**src/hw/wdt_pkg.sv**
```systemverilog
// Purpose: Shared constants for the counter array watchdog
// Assumes: Byte-wide special function register bus
// Notes: Offsets are register addresses on that bus
package wdog_pkg;
    localparam logic [7:0] CTRL_ADDR = 8'hd8; // array_control_flags
    localparam logic [7:0] MODE_ADDR = 8'hd9; // array_mode_reg
    localparam logic [7:0] CNTL_ADDR = 8'hf9; // counter_low_byte
    localparam logic [7:0] CNTH_ADDR = 8'hfa; // counter_high_byte
    localparam logic [7:0] OFFS_ADDR = 8'hfb; // watchdog_offset_byte
    localparam logic [7:0] CMPH_ADDR = 8'hfc; // watchdog_compare_byte
    // Control register bit positions
    localparam int OVF_BIT = 7;
    localparam int RUN_BIT = 6;
    localparam int MATCH2_BIT = 2;
    // Mode register bit positions
    localparam int IDLE_BIT = 7;
    localparam int WDEN_BIT = 6;
    localparam int LOCK_BIT = 5;
    localparam int CLKSEL_LSB = 1;
    localparam int ECF_BIT = 0;
    localparam logic [7:0] MODE_RESET = 8'h40;
    localparam logic [7:0] CTRL_RESET = 8'h00;
    localparam logic [7:0] BYTE_RESET = 8'h00;
    // Counter clock selections
    localparam logic [2:0] SEL_DIV12 = 3'h0;
    localparam logic [2:0] SEL_DIV4 = 3'h1;
    localparam logic [2:0] SEL_T0OVF = 3'h2;
    localparam logic [2:0] SEL_PINFALL = 3'h3;
    localparam logic [2:0] SEL_SYSCLK = 3'h4;
    localparam logic [2:0] SEL_EXTDIV8 = 3'h5;
    localparam logic [3:0] DIV12_LAST = 4'hb;
    localparam logic [3:0] DIV4_LAST = 4'h3;
    localparam logic [3:0] EXT8_LAST = 4'h7;
    localparam logic [3:0] PRE_RESET = 4'h0;
endpackage

```
**src/hw/tick_if.sv**
```systemverilog
// Purpose: Carrier between watchdog core and its tick generator
// Assumes: One clock domain
// Notes: Tick is high one cycle per count; it stays high on the system clock selection
`timescale 1ns/10ps
interface tick_if;
    logic [2:0] sel;
    logic hold;
    logic tick;
    modport core (output sel, output hold, input tick);
    modport gen (input sel, input hold, output tick);
endinterface

```
**src/hw/counter_array_watchdog.sv**
```systemverilog
// Purpose: Counter array watchdog on module 2 with control and mode registers
// Assumes: Byte register bus on clk_sys, bit writes to the control register
// Notes: Capture/compare modes of modules 0 and 1 live outside; they report matches
// Operation
// [RULE1] Reset when low byte wraps while high byte equals compare byte, watchdog on.
// [RULE2] Writing one to module 2 match flag while enabled forces reset.
// [RULE3] Clock select and idle suspend are frozen while watchdog is enabled.
// [RULE4] Setting enable bit or lock bit enables the watchdog.
// [RULE5] Lock keeps watchdog enabled until next system reset.
// [RULE6] Clearing enable bit disables watchdog when lock is clear.
// [RULE7] Watchdog is enabled after any reset.
// [RULE8] Reset defaults: divide by twelve, low byte zero, offset zero.
// [RULE9] Reset defaults give 256 counter ticks, 3072 system clocks.
// [RULE10] Software disables, selects clock, offset, idle, enables, then writes compare.
// [RULE11] Counter wrap sets sticky overflow flag, requests interrupt if enabled.
// [RULE12] Run bit zero stops counter, one lets it run.
// [RULE13] Control bits five to three read zero, writes ignored.
// [RULE14] Match flags set by hardware, request interrupt, cleared by software.
// [RULE15] Control register at address 0xD8, bit addressable.
// [RULE16] Compare write loads high byte plus offset.
// [RULE17] Enabled watchdog forces counter on, blocks counter byte writes.
// [RULE18] Offset counts low byte overflows allowed before reset.
// [RULE19] Reset request is a one-cycle synchronous pulse.
`timescale 1ns/10ps
module counter_array_watchdog
    import wdog_pkg::*;
(
    input wire logic clk_sys, // System clock
    input wire logic rst_n, // Synchronous reset, active low
    input wire logic [7:0] regAddr, // Register address
    input wire logic regWrEn, // Byte write strobe
    input wire logic [7:0] regWrData, // Byte write data
    input wire logic regRdEn, // Read strobe
    input wire logic bitWrEn, // Single-bit write strobe
    input wire logic [2:0] bitIdx, // Bit index in control register
    input wire logic bitVal, // Bit value
    input wire logic [1:0] moduleMatch, // Match pulses from modules 0 and 1
    input wire logic [2:0] matchIntEn, // Match interrupt enables per module
    input wire logic timer0Ovf, // Timer overflow pulse
    input wire logic extInPin, // External count pin
    input wire logic extClkPin, // External clock pin
    input wire logic cpuIdle, // Processor idle state
    output logic [7:0] regRdData, // Read data, one cycle after strobe
    output logic irqReq, // Interrupt request level
    output logic wdResetReq // Watchdog reset pulse
);
    logic [7:0] ctrl_r;
    logic [7:0] ctrl_nxt;
    logic [7:0] mode_r;
    logic [7:0] mode_nxt;
    logic [7:0] cntL_r;
    logic [7:0] cntL_nxt;
    logic [7:0] cntH_r;
    logic [7:0] cntH_nxt;
    logic [7:0] offs_r;
    logic [7:0] offs_nxt;
    logic [7:0] cmp_r;
    logic [7:0] cmp_nxt;
    logic [7:0] rd_r;
    logic [7:0] rd_nxt;
    logic irq_r;
    logic irq_nxt;
    logic wdRst_r;
    logic wdRst_nxt;
    logic wdOn;
    logic running;
    logic lowWrap;
    logic ctrlBitWr;
    logic [7:0] ctrlWrVal;
    tick_if tk();

    counter_tick_gen u_tick (
        .clk_sys(clk_sys),
        .rst_n(rst_n),
        .timer0Ovf(timer0Ovf),
        .extInPin(extInPin),
        .extClkPin(extClkPin),
        .tk(tk)
    );

    // Watchdog state and counter run
    assign wdOn = mode_r[WDEN_BIT];
    assign running = ctrl_r[RUN_BIT] | wdOn; // [RULE12] [RULE17]
    assign tk.sel = mode_r[CLKSEL_LSB +: 3];
    assign tk.hold = ~running | (mode_r[IDLE_BIT] & cpuIdle);
    assign lowWrap = tk.tick & (cntL_r == 8'hff);

    // Byte writes and bit writes both land here; bit write patches one bit
    assign ctrlBitWr = bitWrEn | (regWrEn & (regAddr == CTRL_ADDR)); // [RULE15]
    always_comb
    begin
        ctrlWrVal = regWrData;
        if (bitWrEn)
        begin
            ctrlWrVal = ctrl_r;
            ctrlWrVal[bitIdx] = bitVal;
        end
    end

    // Next-state logic for all registers except the interrupt request
    always_comb
    begin
        ctrl_nxt = ctrl_r;
        mode_nxt = mode_r;
        cntL_nxt = cntL_r;
        cntH_nxt = cntH_r;
        offs_nxt = offs_r;
        cmp_nxt = cmp_r;
        wdRst_nxt = 1'b0;
        rd_nxt = rd_r;
        // Software writes first so hardware sets below win
        if (ctrlBitWr)
        begin
            ctrl_nxt = ctrlWrVal & 8'hc7; // [RULE13]
            // Only a write naming the module 2 flag forces; a bit write elsewhere must not
            if (wdOn && (bitWrEn ? ((bitIdx == 3'(MATCH2_BIT)) && bitVal) : regWrData[MATCH2_BIT]))
            begin
                wdRst_nxt = 1'b1; // [RULE2]
            end
        end
        if (regWrEn)
        begin
            case (regAddr)
                MODE_ADDR:
                begin
                    mode_nxt[ECF_BIT] = regWrData[ECF_BIT];
                    mode_nxt[LOCK_BIT] = mode_r[LOCK_BIT] | regWrData[LOCK_BIT]; // [RULE5]
                    // [RULE4] [RULE5] [RULE6]
                    mode_nxt[WDEN_BIT] = regWrData[WDEN_BIT] | regWrData[LOCK_BIT] | mode_r[LOCK_BIT];
                    if (!wdOn)
                    begin
                        mode_nxt[IDLE_BIT] = regWrData[IDLE_BIT]; // [RULE3]
                        mode_nxt[CLKSEL_LSB +: 3] = regWrData[CLKSEL_LSB +: 3]; // [RULE3]
                    end
                end
                CNTL_ADDR: if (!wdOn) cntL_nxt = regWrData; // [RULE17]
                CNTH_ADDR: if (!wdOn) cntH_nxt = regWrData; // [RULE17]
                OFFS_ADDR: offs_nxt = regWrData;
                CMPH_ADDR: cmp_nxt = cntH_r + offs_r; // [RULE16] [RULE18]
                default: ;
            endcase
        end
        // Counter advance on each selected tick
        if (tk.tick)
        begin
            cntL_nxt = cntL_r + 8'h01;
            if (lowWrap)
            begin
                cntH_nxt = cntH_r + 8'h01;
            end
            if (lowWrap && (cntH_r == 8'hff))
            begin
                ctrl_nxt[OVF_BIT] = 1'b1; // [RULE11]
            end
        end
        // Timeout: offset steps of high byte past the last update
        if (wdOn && lowWrap && (cntH_r == cmp_r))
        begin
            wdRst_nxt = 1'b1; // [RULE1] [RULE9]
        end
        // Module match flags; set beats a clear in the same cycle
        if (moduleMatch[0])
        begin
            ctrl_nxt[0] = 1'b1; // [RULE14]
        end
        if (moduleMatch[1])
        begin
            ctrl_nxt[1] = 1'b1; // [RULE14]
        end
        // Module 2 is a plain 16-bit compare when the watchdog is off
        if (!wdOn && tk.tick && ({cntH_r, cntL_r} == {cmp_r, offs_r}))
        begin
            ctrl_nxt[MATCH2_BIT] = 1'b1; // [RULE14]
        end
        if (regRdEn)
        begin
            case (regAddr)
                CTRL_ADDR: rd_nxt = ctrl_r & 8'hc7; // [RULE13]
                MODE_ADDR: rd_nxt = mode_r & 8'hef;
                CNTL_ADDR: rd_nxt = cntL_r;
                CNTH_ADDR: rd_nxt = cntH_r;
                OFFS_ADDR: rd_nxt = offs_r;
                CMPH_ADDR: rd_nxt = cmp_r;
                default: rd_nxt = 8'h00;
            endcase
        end
    end

    // Interrupt request from sticky flags and their enables
    always_comb
    begin
        irq_nxt = (ctrl_r[OVF_BIT] & mode_r[ECF_BIT]) | (|(ctrl_r[2:0] & matchIntEn)); // [RULE11] [RULE14]
    end

    // Registers only; reset restores watchdog-on defaults
    always_ff @(posedge clk_sys)
    begin
        if (!rst_n)
        begin
            ctrl_r <= CTRL_RESET;
            mode_r <= MODE_RESET; // [RULE7] [RULE8]
            cntL_r <= BYTE_RESET; // [RULE8]
            cntH_r <= BYTE_RESET;
            offs_r <= BYTE_RESET; // [RULE8]
            cmp_r <= BYTE_RESET;
            rd_r <= BYTE_RESET;
            irq_r <= 1'b0;
            wdRst_r <= 1'b0;
        end
        else
        begin
            ctrl_r <= ctrl_nxt;
            mode_r <= mode_nxt;
            cntL_r <= cntL_nxt;
            cntH_r <= cntH_nxt;
            offs_r <= offs_nxt;
            cmp_r <= cmp_nxt;
            rd_r <= rd_nxt;
            irq_r <= irq_nxt;
            wdRst_r <= wdRst_nxt; // [RULE19]
        end
    end

    assign regRdData = rd_r;
    assign irqReq = irq_r;
    assign wdResetReq = wdRst_r;
endmodule // counter_array_watchdog

```
**src/hw/counter_tick_gen.sv**
```systemverilog
// Purpose: Counter clock tick generator with selectable timebase
// Assumes: Timer overflow pulse is on clk_sys, pins are asynchronous
// Notes: Pins pass two flip-flops before any edge logic
`timescale 1ns/10ps
module counter_tick_gen
    import wdog_pkg::*;
(
    input wire logic clk_sys, // System clock
    input wire logic rst_n, // Synchronous reset
    input wire logic timer0Ovf, // Timer overflow pulse
    input wire logic extInPin, // External count pin
    input wire logic extClkPin, // External clock pin
    tick_if.gen tk // Tick carrier
);
    logic [1:0] inSync_r;
    logic [1:0] inSync_nxt;
    logic [1:0] clkSync_r;
    logic [1:0] clkSync_nxt;
    logic inLast_r;
    logic inLast_nxt;
    logic clkLast_r;
    logic clkLast_nxt;
    logic [3:0] pre_r;
    logic [3:0] pre_nxt;
    logic tick_r;
    logic tick_nxt;

    // Edge detectors only look at second stage
    always_comb
    begin
        inSync_nxt = {inSync_r[0], extInPin};
        clkSync_nxt = {clkSync_r[0], extClkPin};
        inLast_nxt = inSync_r[1];
        clkLast_nxt = clkSync_r[1];
        pre_nxt = pre_r;
        tick_nxt = 1'b0;
        if (!tk.hold)
        begin
            case (tk.sel)
                SEL_DIV12:
                begin
                    pre_nxt = (pre_r >= DIV12_LAST) ? PRE_RESET : pre_r + 4'h1;
                    tick_nxt = (pre_r >= DIV12_LAST);
                end
                SEL_DIV4:
                begin
                    pre_nxt = (pre_r >= DIV4_LAST) ? PRE_RESET : pre_r + 4'h1;
                    tick_nxt = (pre_r >= DIV4_LAST);
                end
                SEL_T0OVF: tick_nxt = timer0Ovf;
                SEL_PINFALL: tick_nxt = inLast_r & ~inSync_r[1];
                SEL_SYSCLK: tick_nxt = 1'b1;
                SEL_EXTDIV8:
                begin
                    // Rising edges of the synchronised clock are counted
                    if (clkSync_r[1] & ~clkLast_r)
                    begin
                        pre_nxt = (pre_r >= EXT8_LAST) ? PRE_RESET : pre_r + 4'h1;
                        tick_nxt = (pre_r >= EXT8_LAST);
                    end
                end
                default: tick_nxt = 1'b0;
            endcase
        end
    end

    // Registers only
    always_ff @(posedge clk_sys)
    begin
        if (!rst_n)
        begin
            inSync_r <= 2'h0;
            clkSync_r <= 2'h0;
            inLast_r <= 1'b0;
            clkLast_r <= 1'b0;
            pre_r <= PRE_RESET;
            tick_r <= 1'b0;
        end
        else
        begin
            inSync_r <= inSync_nxt;
            clkSync_r <= clkSync_nxt;
            inLast_r <= inLast_nxt;
            clkLast_r <= clkLast_nxt;
            pre_r <= pre_nxt;
            tick_r <= tick_nxt;
        end
    end

    assign tk.tick = tick_r;
endmodule // counter_tick_gen

```
**config.mk**
```make
export PLATFORM = sky130hd
export DESIGN_NAME = counter_array_watchdog
export DESIGN_NICKNAME = d
export VERILOG_FILES = /design/src/hw/wdt_pkg.sv /design/src/hw/tick_if.sv /design/src/hw/counter_array_watchdog.sv /design/src/hw/counter_tick_gen.sv
export SDC_FILE = /design/constraint.sdc
export NUM_CORES = 1
export LEC_CHECK = 0
export BUFFER_PORTS_ARGS = -buffer_cell sky130_fd_sc_hd__buf_2
export CORE_ASPECT_RATIO = 0.75
export CORE_MARGIN = 2
export CORE_UTILIZATION = 30
export CTS_BUF_LIST = sky130_fd_sc_hd__clkbuf_8
export CTS_CLUSTER_SIZE = 25
export DETAILED_ROUTE_END_ITERATION = 10
export PLACE_DENSITY = 0.53
export SETUP_SLACK_MARGIN = 0.3
export SYNTH_ARGS = -nofsm -noshare
export SYNTH_HDL_FRONTEND = slang
export SYNTH_SLANG_ARGS = --single-unit
```
**constraint.sdc**
```tcl
create_clock -name clk_sys -period 2.09 [get_ports clk_sys]
set_input_delay 0.1045 -clock clk_sys [delete_from_list [all_inputs] [get_ports clk_sys]]
set_output_delay 0.1045 -clock clk_sys [all_outputs]
set_load 0.02 [all_outputs]
```
==> summary.txt, run 1 <==
Finish
  – Final cell utilization of the core: between 30% and 40%
  – Area added between synthesis and finish: 18.1%
  – Layout cells sized above 1: 20.5%
  – Number of standard cells in the final layout excluding fillers: roughly 700
  – Final layout net count: ~570
  – Filler cell count: around 1.3k
  – Inserted Diodes: 0

Placement
  – Number of buffers added on ports: between 40 and 50
  – Post-detail-place hpwl: ~9500 um
  – GP Congestion: approximately 0.9
  – # placed instances: slightly below 700

STA
  – Final hold violation count: 0
  – Final setup violation count: 0
  – Time the final worst path needs with I/O delays and setup: 1720 ps
  – Setup tns final: 0 ps
  – Unrepaired setup endpoints after global routing: true
  – Transition at the pin with the smallest max-transition slack: slightly above 500 ps
  – Final worst-path cycle share: 82.2%
  – Max transition margin: between 60% and 70%
  – Clock Skew: 12.8 ps
  – Max Transition Viols Final: 0
  – Highest attainable clock frequency: ~580 MHz

Hold path
  – Worst min-delay path category: in2reg
  – Endpoint, Worst Hold: regRdData[2]
  – Start point of the worst hold path: regRdEn
  – Min-Delay Path Depth: 2

Critical path
  – Reg2Reg Setup Slack: roughly 370 ps
  – Critical-path cell list: ha_1, or2_2, maj3_1, o31ai_2, nor4_1
  – Critical Path Start Type: flop
  – Required time of the critical path: between 2000 and 2500 ps
  – Endpoint of the worst-slack reg-to-reg timing path: u_tick.tk.tick
  – Worst setup EP type: flop
  – Worst r2r src: u_tick.pre_r[0]
  – Cell with the largest stage delay on the worst path: sky130_fd_sc_hd__maj3_1
  – Crit path kind: reg2reg
  – Delay of the slowest critical-path stage: 370 ps
  – Largest fanout of any net on the critical path: 5
  – Data arrival, critical path: 1950 ps
  – Register-to-Register Path Depth: 5

Drt
  – Wire length reported by the detailed router: 12700 um
  – Count of TritonRoute iterations in the first routing pass: 5
  – Residual DRC: 0
  – Number of nets with antenna violations after routing: 0
  – Via-to-Cell Ratio: about 5.6
  – Number of DRC markers after the initial detailed-route iteration: 400
  – Via total after detailed routing: between 3k and 4k
  – Drt wl/cell: between 15 and 20 um

Yosys
  – Total nets after synthesis: roughly 520
  – Number of storage elements in the synthesis netlist: 65
  – Post-synth EDFFs: 0
  – Sequential cell area fraction in the yosys report: around a third
  – Post-synthesis instance total: roughly 480
  – Syn Std Cell Area: 0.00396 mm2
  – Count of distinct cell types in the synthesized netlist: 69
  – Leading register cell type out of synthesis: sky130_fd_sc_hd__dfxtp_1
  – Async set-reset flop share out of synthesis: 0%
  – Average cell area after synthesis: between 8 and 9 um2
  – Yosys warns: 0

Global route
  – Via count of the first global-routing pass: approximately 3.6k
  – Largest net degree at the start of global routing: 25
  – Congestion Overflow GR: 0
  – Antenna violations before repair: 0
  – Global-route wire length before repair: 20000 um
  – Global routing usage summed across all routing layers: 18.8%

Power and ir drop
  – Worst vdd rail ir drop: 0.320 mV
  – Post-layout power: 2.82 mW
  – Leakage: 1.83 nW
  – Ratio of total power to cell area: approximately 600 mW/mm2

Die
  – Initial core utilization: between 30% and 40%
  – Die height: between 100 and 150 um
  – DIE WIDTH: ~140 um
  – Std-Cell Rows: 36
  – Die footprint: between 0.01 and 0.015 mm2
  – Core area: between 0.01 and 0.015 mm2
  – I/O pin count: 44

Clock tree
  – Clock root buffer: sky130_fd_sc_hd__clkbuf_8
  – Clock-pin slew on the worst setup and hold paths: 70 ps
  – TritonCTS sink count: 65
  – Clock latency on the worst-skew pair: around 370 ps
  – CTS tree: done
  – Htree depth: 3
  – Maximum number of buffers from clock root to sink: 2
  – Inserted Clock Buffers: 9

Run
  – Max-capacitance violation count: 0

Outcome
  – Status: finished clean
-- area by class of cell --
cell class	instances	area [um2]	area share, %
clock buffers	10	138	2.94
repair buffers	65	388	8.29
inverters	14	52.6	1.12
well taps	171	214	4.57
clock inverters	6	105	2.25
multi-input cells	368	2470	52.8
flip-flops and latches	65	1310	28.0
-- logic make-up (layout without fill, tap and decap cells) --
logic type / after synthesis / after routing / share of synthesized area [%]
fa+ha+maj: 12 / 12 / 3.92
xor+xnor: 21 / 21 / 4.65
compound gates: 136 / 136 / 21.5
flops: 65 / 65 / 32.9
mux: 27 / 27 / 6.98
simple gates: 172 / 172 / 24.7
buf+inv: 44 / 95 / 5.40
-- how the worst max path moves through the flow --
| stage | slack (ps) | start | depth (start not counted) | to |
|---|---|---|---|---|
| after CTS | 300 | offs_r[0] | 8 | cmp_r[6] |
| after global placement | 310 | regAddr[0] | 5 | ctrl_r[2] |
| final | 370 | u_tick.pre_r[0] | 5 | u_tick.tk.tick |
| after global routing | 250 | offs_r[0] | 8 | cmp_r[4] |
| after floorplan | 380 | cntH_r[0] | 8 | cmp_r[6] |
| after detailed placement | 280 | cntL_r[0] | 7 | cntH_r[2] |
-- worst max-delay path, delay by kind of cell, from the launching register on --
| kind | cells | cell delay, ps |
|---|---|---|
| adder cells (fa/ha/maj) | 2 | 630 |
| flip-flops | 1 | 340 |
| AND/OR/NAND/NOR | 2 | 420 |
| AO/OA/AOI/OAI | 1 | 210 |
-- cells in the final DEF (no fill, tap or decap), types with 4 or more instances in the layout --
cell / count
sky130_fd_sc_hd__a21oi_1: 46
sky130_fd_sc_hd__nand3_1: 18
sky130_fd_sc_hd__xor2_1: 4
sky130_fd_sc_hd__o21ai_0: 32
sky130_fd_sc_hd__xnor2_1: 17
sky130_fd_sc_hd__nor2_1: 45
sky130_fd_sc_hd__nor4_1: 7
sky130_fd_sc_hd__o32a_1: 4
sky130_fd_sc_hd__buf_2: 43
sky130_fd_sc_hd__ha_1: 8
sky130_fd_sc_hd__o22ai_1: 4
sky130_fd_sc_hd__nand2_1: 22
sky130_fd_sc_hd__nand4_1: 9
sky130_fd_sc_hd__mux2_2: 5
sky130_fd_sc_hd__dfxtp_1: 61
sky130_fd_sc_hd__and3_1: 6
sky130_fd_sc_hd__mux2i_1: 22
sky130_fd_sc_hd__o211ai_1: 6
sky130_fd_sc_hd__nor2b_1: 7
sky130_fd_sc_hd__and2_1: 10
sky130_fd_sc_hd__a22oi_1: 8
sky130_fd_sc_hd__buf_4: 19
sky130_fd_sc_hd__a31oi_1: 7
sky130_fd_sc_hd__nand2b_1: 6
sky130_fd_sc_hd__or3_1: 4
sky130_fd_sc_hd__inv_1: 13
sky130_fd_sc_hd__clkbuf_8: 10
sky130_fd_sc_hd__nor3_1: 9
-- metal layers --
layer	global-route usage, %	part of all wire, %
met5	0	0
met3	5.17	8.1
met2	27.0	40
met1	27.4	50
met4	5.05	1.1
-- cells in the mapped netlist, types with 9 or more instances --
cell / count / area [um2]
sky130_fd_sc_hd__o21ai_0: 33 / 165
sky130_fd_sc_hd__nand2_1: 22 / 82.6
sky130_fd_sc_hd__and2_1: 10 / 62.6
sky130_fd_sc_hd__a21oi_1: 46 / 230
sky130_fd_sc_hd__inv_1: 13 / 48.8
sky130_fd_sc_hd__clkbuf_1: 13 / 48.8
sky130_fd_sc_hd__nor3_1: 9 / 45.0
sky130_fd_sc_hd__nand4_1: 9 / 56.3
sky130_fd_sc_hd__nor2_1: 45 / 169
sky130_fd_sc_hd__mux2i_1: 22 / 220
sky130_fd_sc_hd__nand3_1: 18 / 90.1
sky130_fd_sc_hd__ha_1: 10 / 125
sky130_fd_sc_hd__xnor2_1: 17 / 149
sky130_fd_sc_hd__dfxtp_1: 65 / 1300
-- registers in the layout, indices dropped and copies added, names as in the netlist, 4 cells and up, named ones only --
name / count
cmp_r: 8
cntH_r: 8
cntL_r: 8
offs_r: 8
regRdData: 8
mode_r: 7
ctrl_r: 4
u_tick.pre_r: 4
-- repair_timing --
action                                 CTS  global route
buffers inserted                         0             0
setup endpoints to repair                7            13
endpoints found under the hold margin    3             0
pin swaps                                0             1
hold buffers                             3             0
gates resized for setup                  2            13
-- power by group --
group / switching, mW / internal (mW) / leakage [nW]
Clock: 0.518 / 0.818 / 0.126
Sequential: 0.0150 / 1.25 / 0.529
Combinational: 0.132 / 0.0780 / 1.18
Total: 0.665 / 2.15 / 1.83
-- through the flow --
| stage | cell area (um2) | setup WS (ps) | hold slack [ps] |
|---|---|---|---|
| 5_1_grt | 4680 | 251 | 46.4 |
| 2_1_floorplan | 3960 | 379 | 232 |
| 4_1_cts | 4640 | 304 | 27.2 |
| 6_report | 4680 | 372 | 37.8 |
| 3_3_place_gp | 4370 | 308 | 309 |
| 3_5_place_dp | 4370 | 285 | 315 |
Note: power is estimated with default switching activity, not from simulation.
==> inputs of run 2 (changes only) <==
- ABC_AREA: not set -> 1
- PLACE_DENSITY: 0.53 -> 0.55
- clock period: 2.09 -> 1.5 ns (I/O delays scaled with it)
==> summary.txt, run 2 <==
Outcome
  – Status: finished clean

Critical path
  – Data arrival, critical path: 1730 ps (-220 ps)
  – Reg2Reg Setup Slack: 30 ps (-340 ps)
  – Worst Path Buf+Inv: 2 (+2)
  – Register-to-Register Path Depth: 9 (+4)
  – Endpoint of the worst-slack reg-to-reg timing path: cmp_r[6]
  – Required time of the critical path: 1760 ps (-570 ps)
  – Crit path kind: reg2reg
  – Critical Path Start Type: flop
  – Delay of the slowest critical-path stage: 370 ps (about the same)
  – Largest fanout of any net on the critical path: 3 (-2)
  – Cell mode on critical path: sky130_fd_sc_hd__nand2_1
  – Critical-path cell list: ha_4, inv_2, fa_2, o21ai_2, nand2_1, nand3_1, nand2_1, o21ai_1, inv_1
  – Crit-path leading delay family: adder cells
  – Worst setup EP type: flop
  – Cell with the largest stage delay on the worst path: sky130_fd_sc_hd__dfxtp_4
  – Worst r2r src: cntH_r[0]

STA
  – Highest attainable clock frequency: 681 MHz (+17%)
  – Final setup violation count: 0 (unchanged)
  – Setup tns final: 0 ps (unchanged)
  – Final hold violation count: 0 (unchanged)
  – Max transition margin: 72.8% (+7.5 points)
  – Time the final worst path needs with I/O delays and setup: 1470 ps (-249 ps)
  – Hold WS: 5.17 ps (-32.6 ps)
  – Final worst-path cycle share: 97.9% (+16 points)
  – Unrepaired setup endpoints after global routing: true
  – Max Transition Viols Final: 0 (unchanged)
  – Clock Skew: 8.15 ps (-4.60 ps)
  – Transition at the pin with the smallest max-transition slack: 408 ps (-106 ps)

Yosys
  – Post-synth EDFFs: 0 (unchanged)
  – Area share of the largest cell type after synthesis: 31.6% (-1.3 points)
  – Most common library cells after synthesis: sky130_fd_sc_hd__nand2_1 (157), sky130_fd_sc_hd__inv_1 (82), sky130_fd_sc_hd__dfxtp_1 (65)
  – Post-synthesis instance total: 634 (+33%)
  – Top cell type by total area after synthesis: sky130_fd_sc_hd__dfxtp_1
  – Leading register cell type out of synthesis: sky130_fd_sc_hd__dfxtp_1
  – Yosys warns: 0 (unchanged)
  – Syn Std Cell Area: 0.00412 mm2 (+4.0%)
  – Synth area leaders: sky130_fd_sc_hd__dfxtp_1 (32%), sky130_fd_sc_hd__nand2_1 (14%), sky130_fd_sc_hd__inv_1 (7.5%), sky130_fd_sc_hd__o21ai_0 (7.0%), sky130_fd_sc_hd__nand3_1 (5.7%)
  – Most instantiated library cell after synthesis: sky130_fd_sc_hd__nand2_1
  – Async set-reset flop share out of synthesis: 0% (unchanged)
  – Count of distinct cell types in the synthesized netlist: 44 (-36%)
  – Sequential cell area fraction in the yosys report: 31.6% (-1.3 points)
  – Number of storage elements in the synthesis netlist: 65 (unchanged)
  – Total nets after synthesis: 679 (+30%)
  – Average cell area after synthesis: 6.50 um2 (-22%)

Finish
  – Layout cells sized above 1: 34.4% (+14 points)
  – Area added between synthesis and finish: 40.2%
  – Highest-count cells in the layout ignoring fill and taps: sky130_fd_sc_hd__nand2_1 (138), sky130_fd_sc_hd__inv_1 (73), sky130_fd_sc_hd__buf_4 (52), sky130_fd_sc_hd__nor2_1 (51), sky130_fd_sc_hd__o21ai_0 (50)
  – Inserted Diodes: 0 (unchanged)
  – Final layout net count: 785 (+38%)
  – Number of standard cells in the final layout excluding fillers: 920 (+32%)
  – Leading cell type in the layout, fill and taps excluded: sky130_fd_sc_hd__nand2_1
  – Final cell utilization of the core: 42.6% (+6.4 points)

Drt
  – Wire length reported by the detailed router: 14300 um (+12%)
  – Via-to-Cell Ratio: 4.93 (-12%)
  – Count of TritonRoute iterations in the first routing pass: 5 (unchanged)
  – Via total after detailed routing: 4536 (+16%)
  – Number of nets with antenna violations after routing: 0 (unchanged)
  – Residual DRC: 0 (unchanged)
  – Drt wl/cell: 15.5 um (-15%)
  – Number of DRC markers after the initial detailed-route iteration: 417 (+4.3%)

Clock tree
  – Clock-pin slew on the worst setup and hold paths: 80 ps (about the same)
  – Maximum number of buffers from clock root to sink: 2 (unchanged)
  – Clock latency on the worst-skew pair: 370 ps (about the same)
  – CTS tree: done
  – Clock root buffer: sky130_fd_sc_hd__clkbuf_8
  – Inserted Clock Buffers: 9 (unchanged)
  – Htree depth: 3 (unchanged)
  – TritonCTS sink count: 65 (unchanged)

Die
  – Die height: 105 um (+1.9%)
  – Die footprint: 0.0147 mm2 (+3.9%)
  – Std-Cell Rows: 37 (+2.8%)
  – DIE WIDTH: 139 um (+1.9%)
  – I/O pin count: 44 (unchanged)
  – Core area: 0.0136 mm2 (+4.9%)
  – Initial core utilization: 30.4% (-0.26 points)

Power and ir drop
  – Leakage: 2.60 nW (+42%)
  – Net Sw Power: 1.10 mW (+65%)
  – Clock share of power: 43.6% (-3.9 points)
  – Internal cell power: 2.68 mW (+25%)
  – Relative contribution of combinational cells to total power: 9.6% (+2.1 points)
  – Switching portion of total power: 29.1% (+5.4 points)
  – Part of the total power dissipated in sequential elements: 46.8% (+1.7 points)
  – Ratio of total power to cell area: 655 mW/mm2 (+8.8%)
  – Worst vdd rail ir drop: 0.511 mV (+60%)

Hold path
  – Start point of the worst hold path: moduleMatch[1]
  – Endpoint, Worst Hold: ctrl_r[1]
  – Min-Delay Path Depth: 4 (+2)
  – Worst min-delay path category: in2reg

Placement
  – # placed instances: 877 (+29%)
  – GP Congestion: 0.912 (+1.6%)
  – Number of buffers added on ports: 43 (unchanged)
  – Post-detail-place hpwl: 10500 um (+10%)

Global route
  – Antenna violations before repair: 0 (unchanged)
  – Global routing usage summed across all routing layers: 19.6% (+0.84 points)
  – Global-route wire length before repair: 22600 um (+13%)
  – Largest net degree at the start of global routing: 39 (+56%)
  – Via count of the first global-routing pass: 4383 (+22%)
  – Congestion Overflow GR: 0 (unchanged)

Run
  – Max-capacitance violation count: 0 (unchanged)
run 2: cell count changes in the layout (fill, tap and decap cells not counted), moves of 10 or more:
| cell | change |
|---|---|
| sky130_fd_sc_hd__nand3_1 | +21 |
| sky130_fd_sc_hd__inv_1 | +60 |
| sky130_fd_sc_hd__o21ai_0 | +18 |
| sky130_fd_sc_hd__nand2_2 | +17 |
| sky130_fd_sc_hd__mux2i_1 | -22 |
| sky130_fd_sc_hd__a21oi_2 | +10 |
| sky130_fd_sc_hd__buf_4 | +33 |
| sky130_fd_sc_hd__dfxtp_1 | -20 |
| sky130_fd_sc_hd__and2_1 | -10 |
| sky130_fd_sc_hd__nand2_4 | +11 |
| sky130_fd_sc_hd__dfxtp_2 | +14 |
| sky130_fd_sc_hd__a21oi_1 | -14 |
| sky130_fd_sc_hd__nand2_1 | +116 |
run 2: power by group through the flow:
stage | sequential (mW) | combinational, mW | clock (mW)
final | 1.77 | 0.365 | 1.65
after global routing | 1.78 | 0.401 | 1.76
after CTS | 1.77 | 0.340 | 1.68
after detailed placement | 1.81 | 0.322 | 0
after global placement | 1.81 | 0.316 | 0
after floorplan | 1.82 | 0.166 | 0
run 2: cells by family (layout without fill, tap and decap cells):
group                    count (synthesis)  in the layout  share of synthesized area [%]
flip-flops                              65             65                           31.6
XOR/XNOR                                17             17                           3.61
AND/OR/NAND/NOR                        314            314                           34.5
AO/OA/AOI/OAI                          125            125                           16.6
adder cells (fa/ha/maj)                 11             11                           3.52
buffers and inverters                  102            213                           10.1
run 2: repair_timing:
action / 4_1_cts / 5_1_grt
resized for setup: 41 / 76
hold endpoints to repair: 4 / 0
setup buffers: 12 / 11
endpoints found under the setup margin: 32 / 36
hold buffers: 4 / 0
pin swaps: 25 / 30
run 2: worst max-delay path by stage:
stage	end	cells after the start	startpoint	slack [ps]
after floorplan	cmp_r[6]	9	cntH_r[0]	40
after global placement	cmp_r[6]	9	cntH_r[0]	30
after detailed placement	cmp_r[6]	8	cntH_r[1]	5
after CTS	cmp_r[6]	9	cntH_r[0]	3
after global routing	cmp_r[6]	9	cntH_r[0]	-60
final	cmp_r[6]	9	cntH_r[0]	30
run 2: worst register-to-register path: stages, from the launching register on:
cell and delay, ps:
sky130_fd_sc_hd__dfxtp_4 370, sky130_fd_sc_hd__ha_4 130, sky130_fd_sc_hd__inv_2 30, sky130_fd_sc_hd__fa_2 340, sky130_fd_sc_hd__o21ai_2 130, sky130_fd_sc_hd__nand2_1 80, sky130_fd_sc_hd__nand3_1 70, sky130_fd_sc_hd__nand2_1 50
sky130_fd_sc_hd__o21ai_1 110, sky130_fd_sc_hd__inv_1 50
run 2: through the flow:
step	setup slack (ps)	power, mW	area [um2]
3_3_place_gp	26.2	2.13	4930
4_1_cts	3.41	3.79	5410
6_report	31.1	3.78	5780
3_5_place_dp	4.66	2.13	4930
5_1_grt	-60.1	3.93	5780
2_1_floorplan	37.6	1.98	4260
run 2: metal layers:
| layer | up-vias | part of all wire (%) | GRT usage, % |
|---|---|---|---|
| met5 | - | 0 | 0 |
| met2 | 179 | 40 | 28.2 |
| met4 | 0 | 1.4 | 4.62 |
| li1 | 2264 | - | - |
| met3 | 21 | 8.6 | 5.54 |
| met1 | 2072 | 50 | 28.8 |
run 2: cell type report:
cell class                 instances  area [um2]
inverter                          86         335
sequential                        65        1350
fill                            1394        7790
clock inverter                     7        85.1
tap                              175         219
clock buffer                       9         124
timing repair buffer             111         811
multi-input combinational        467        2850
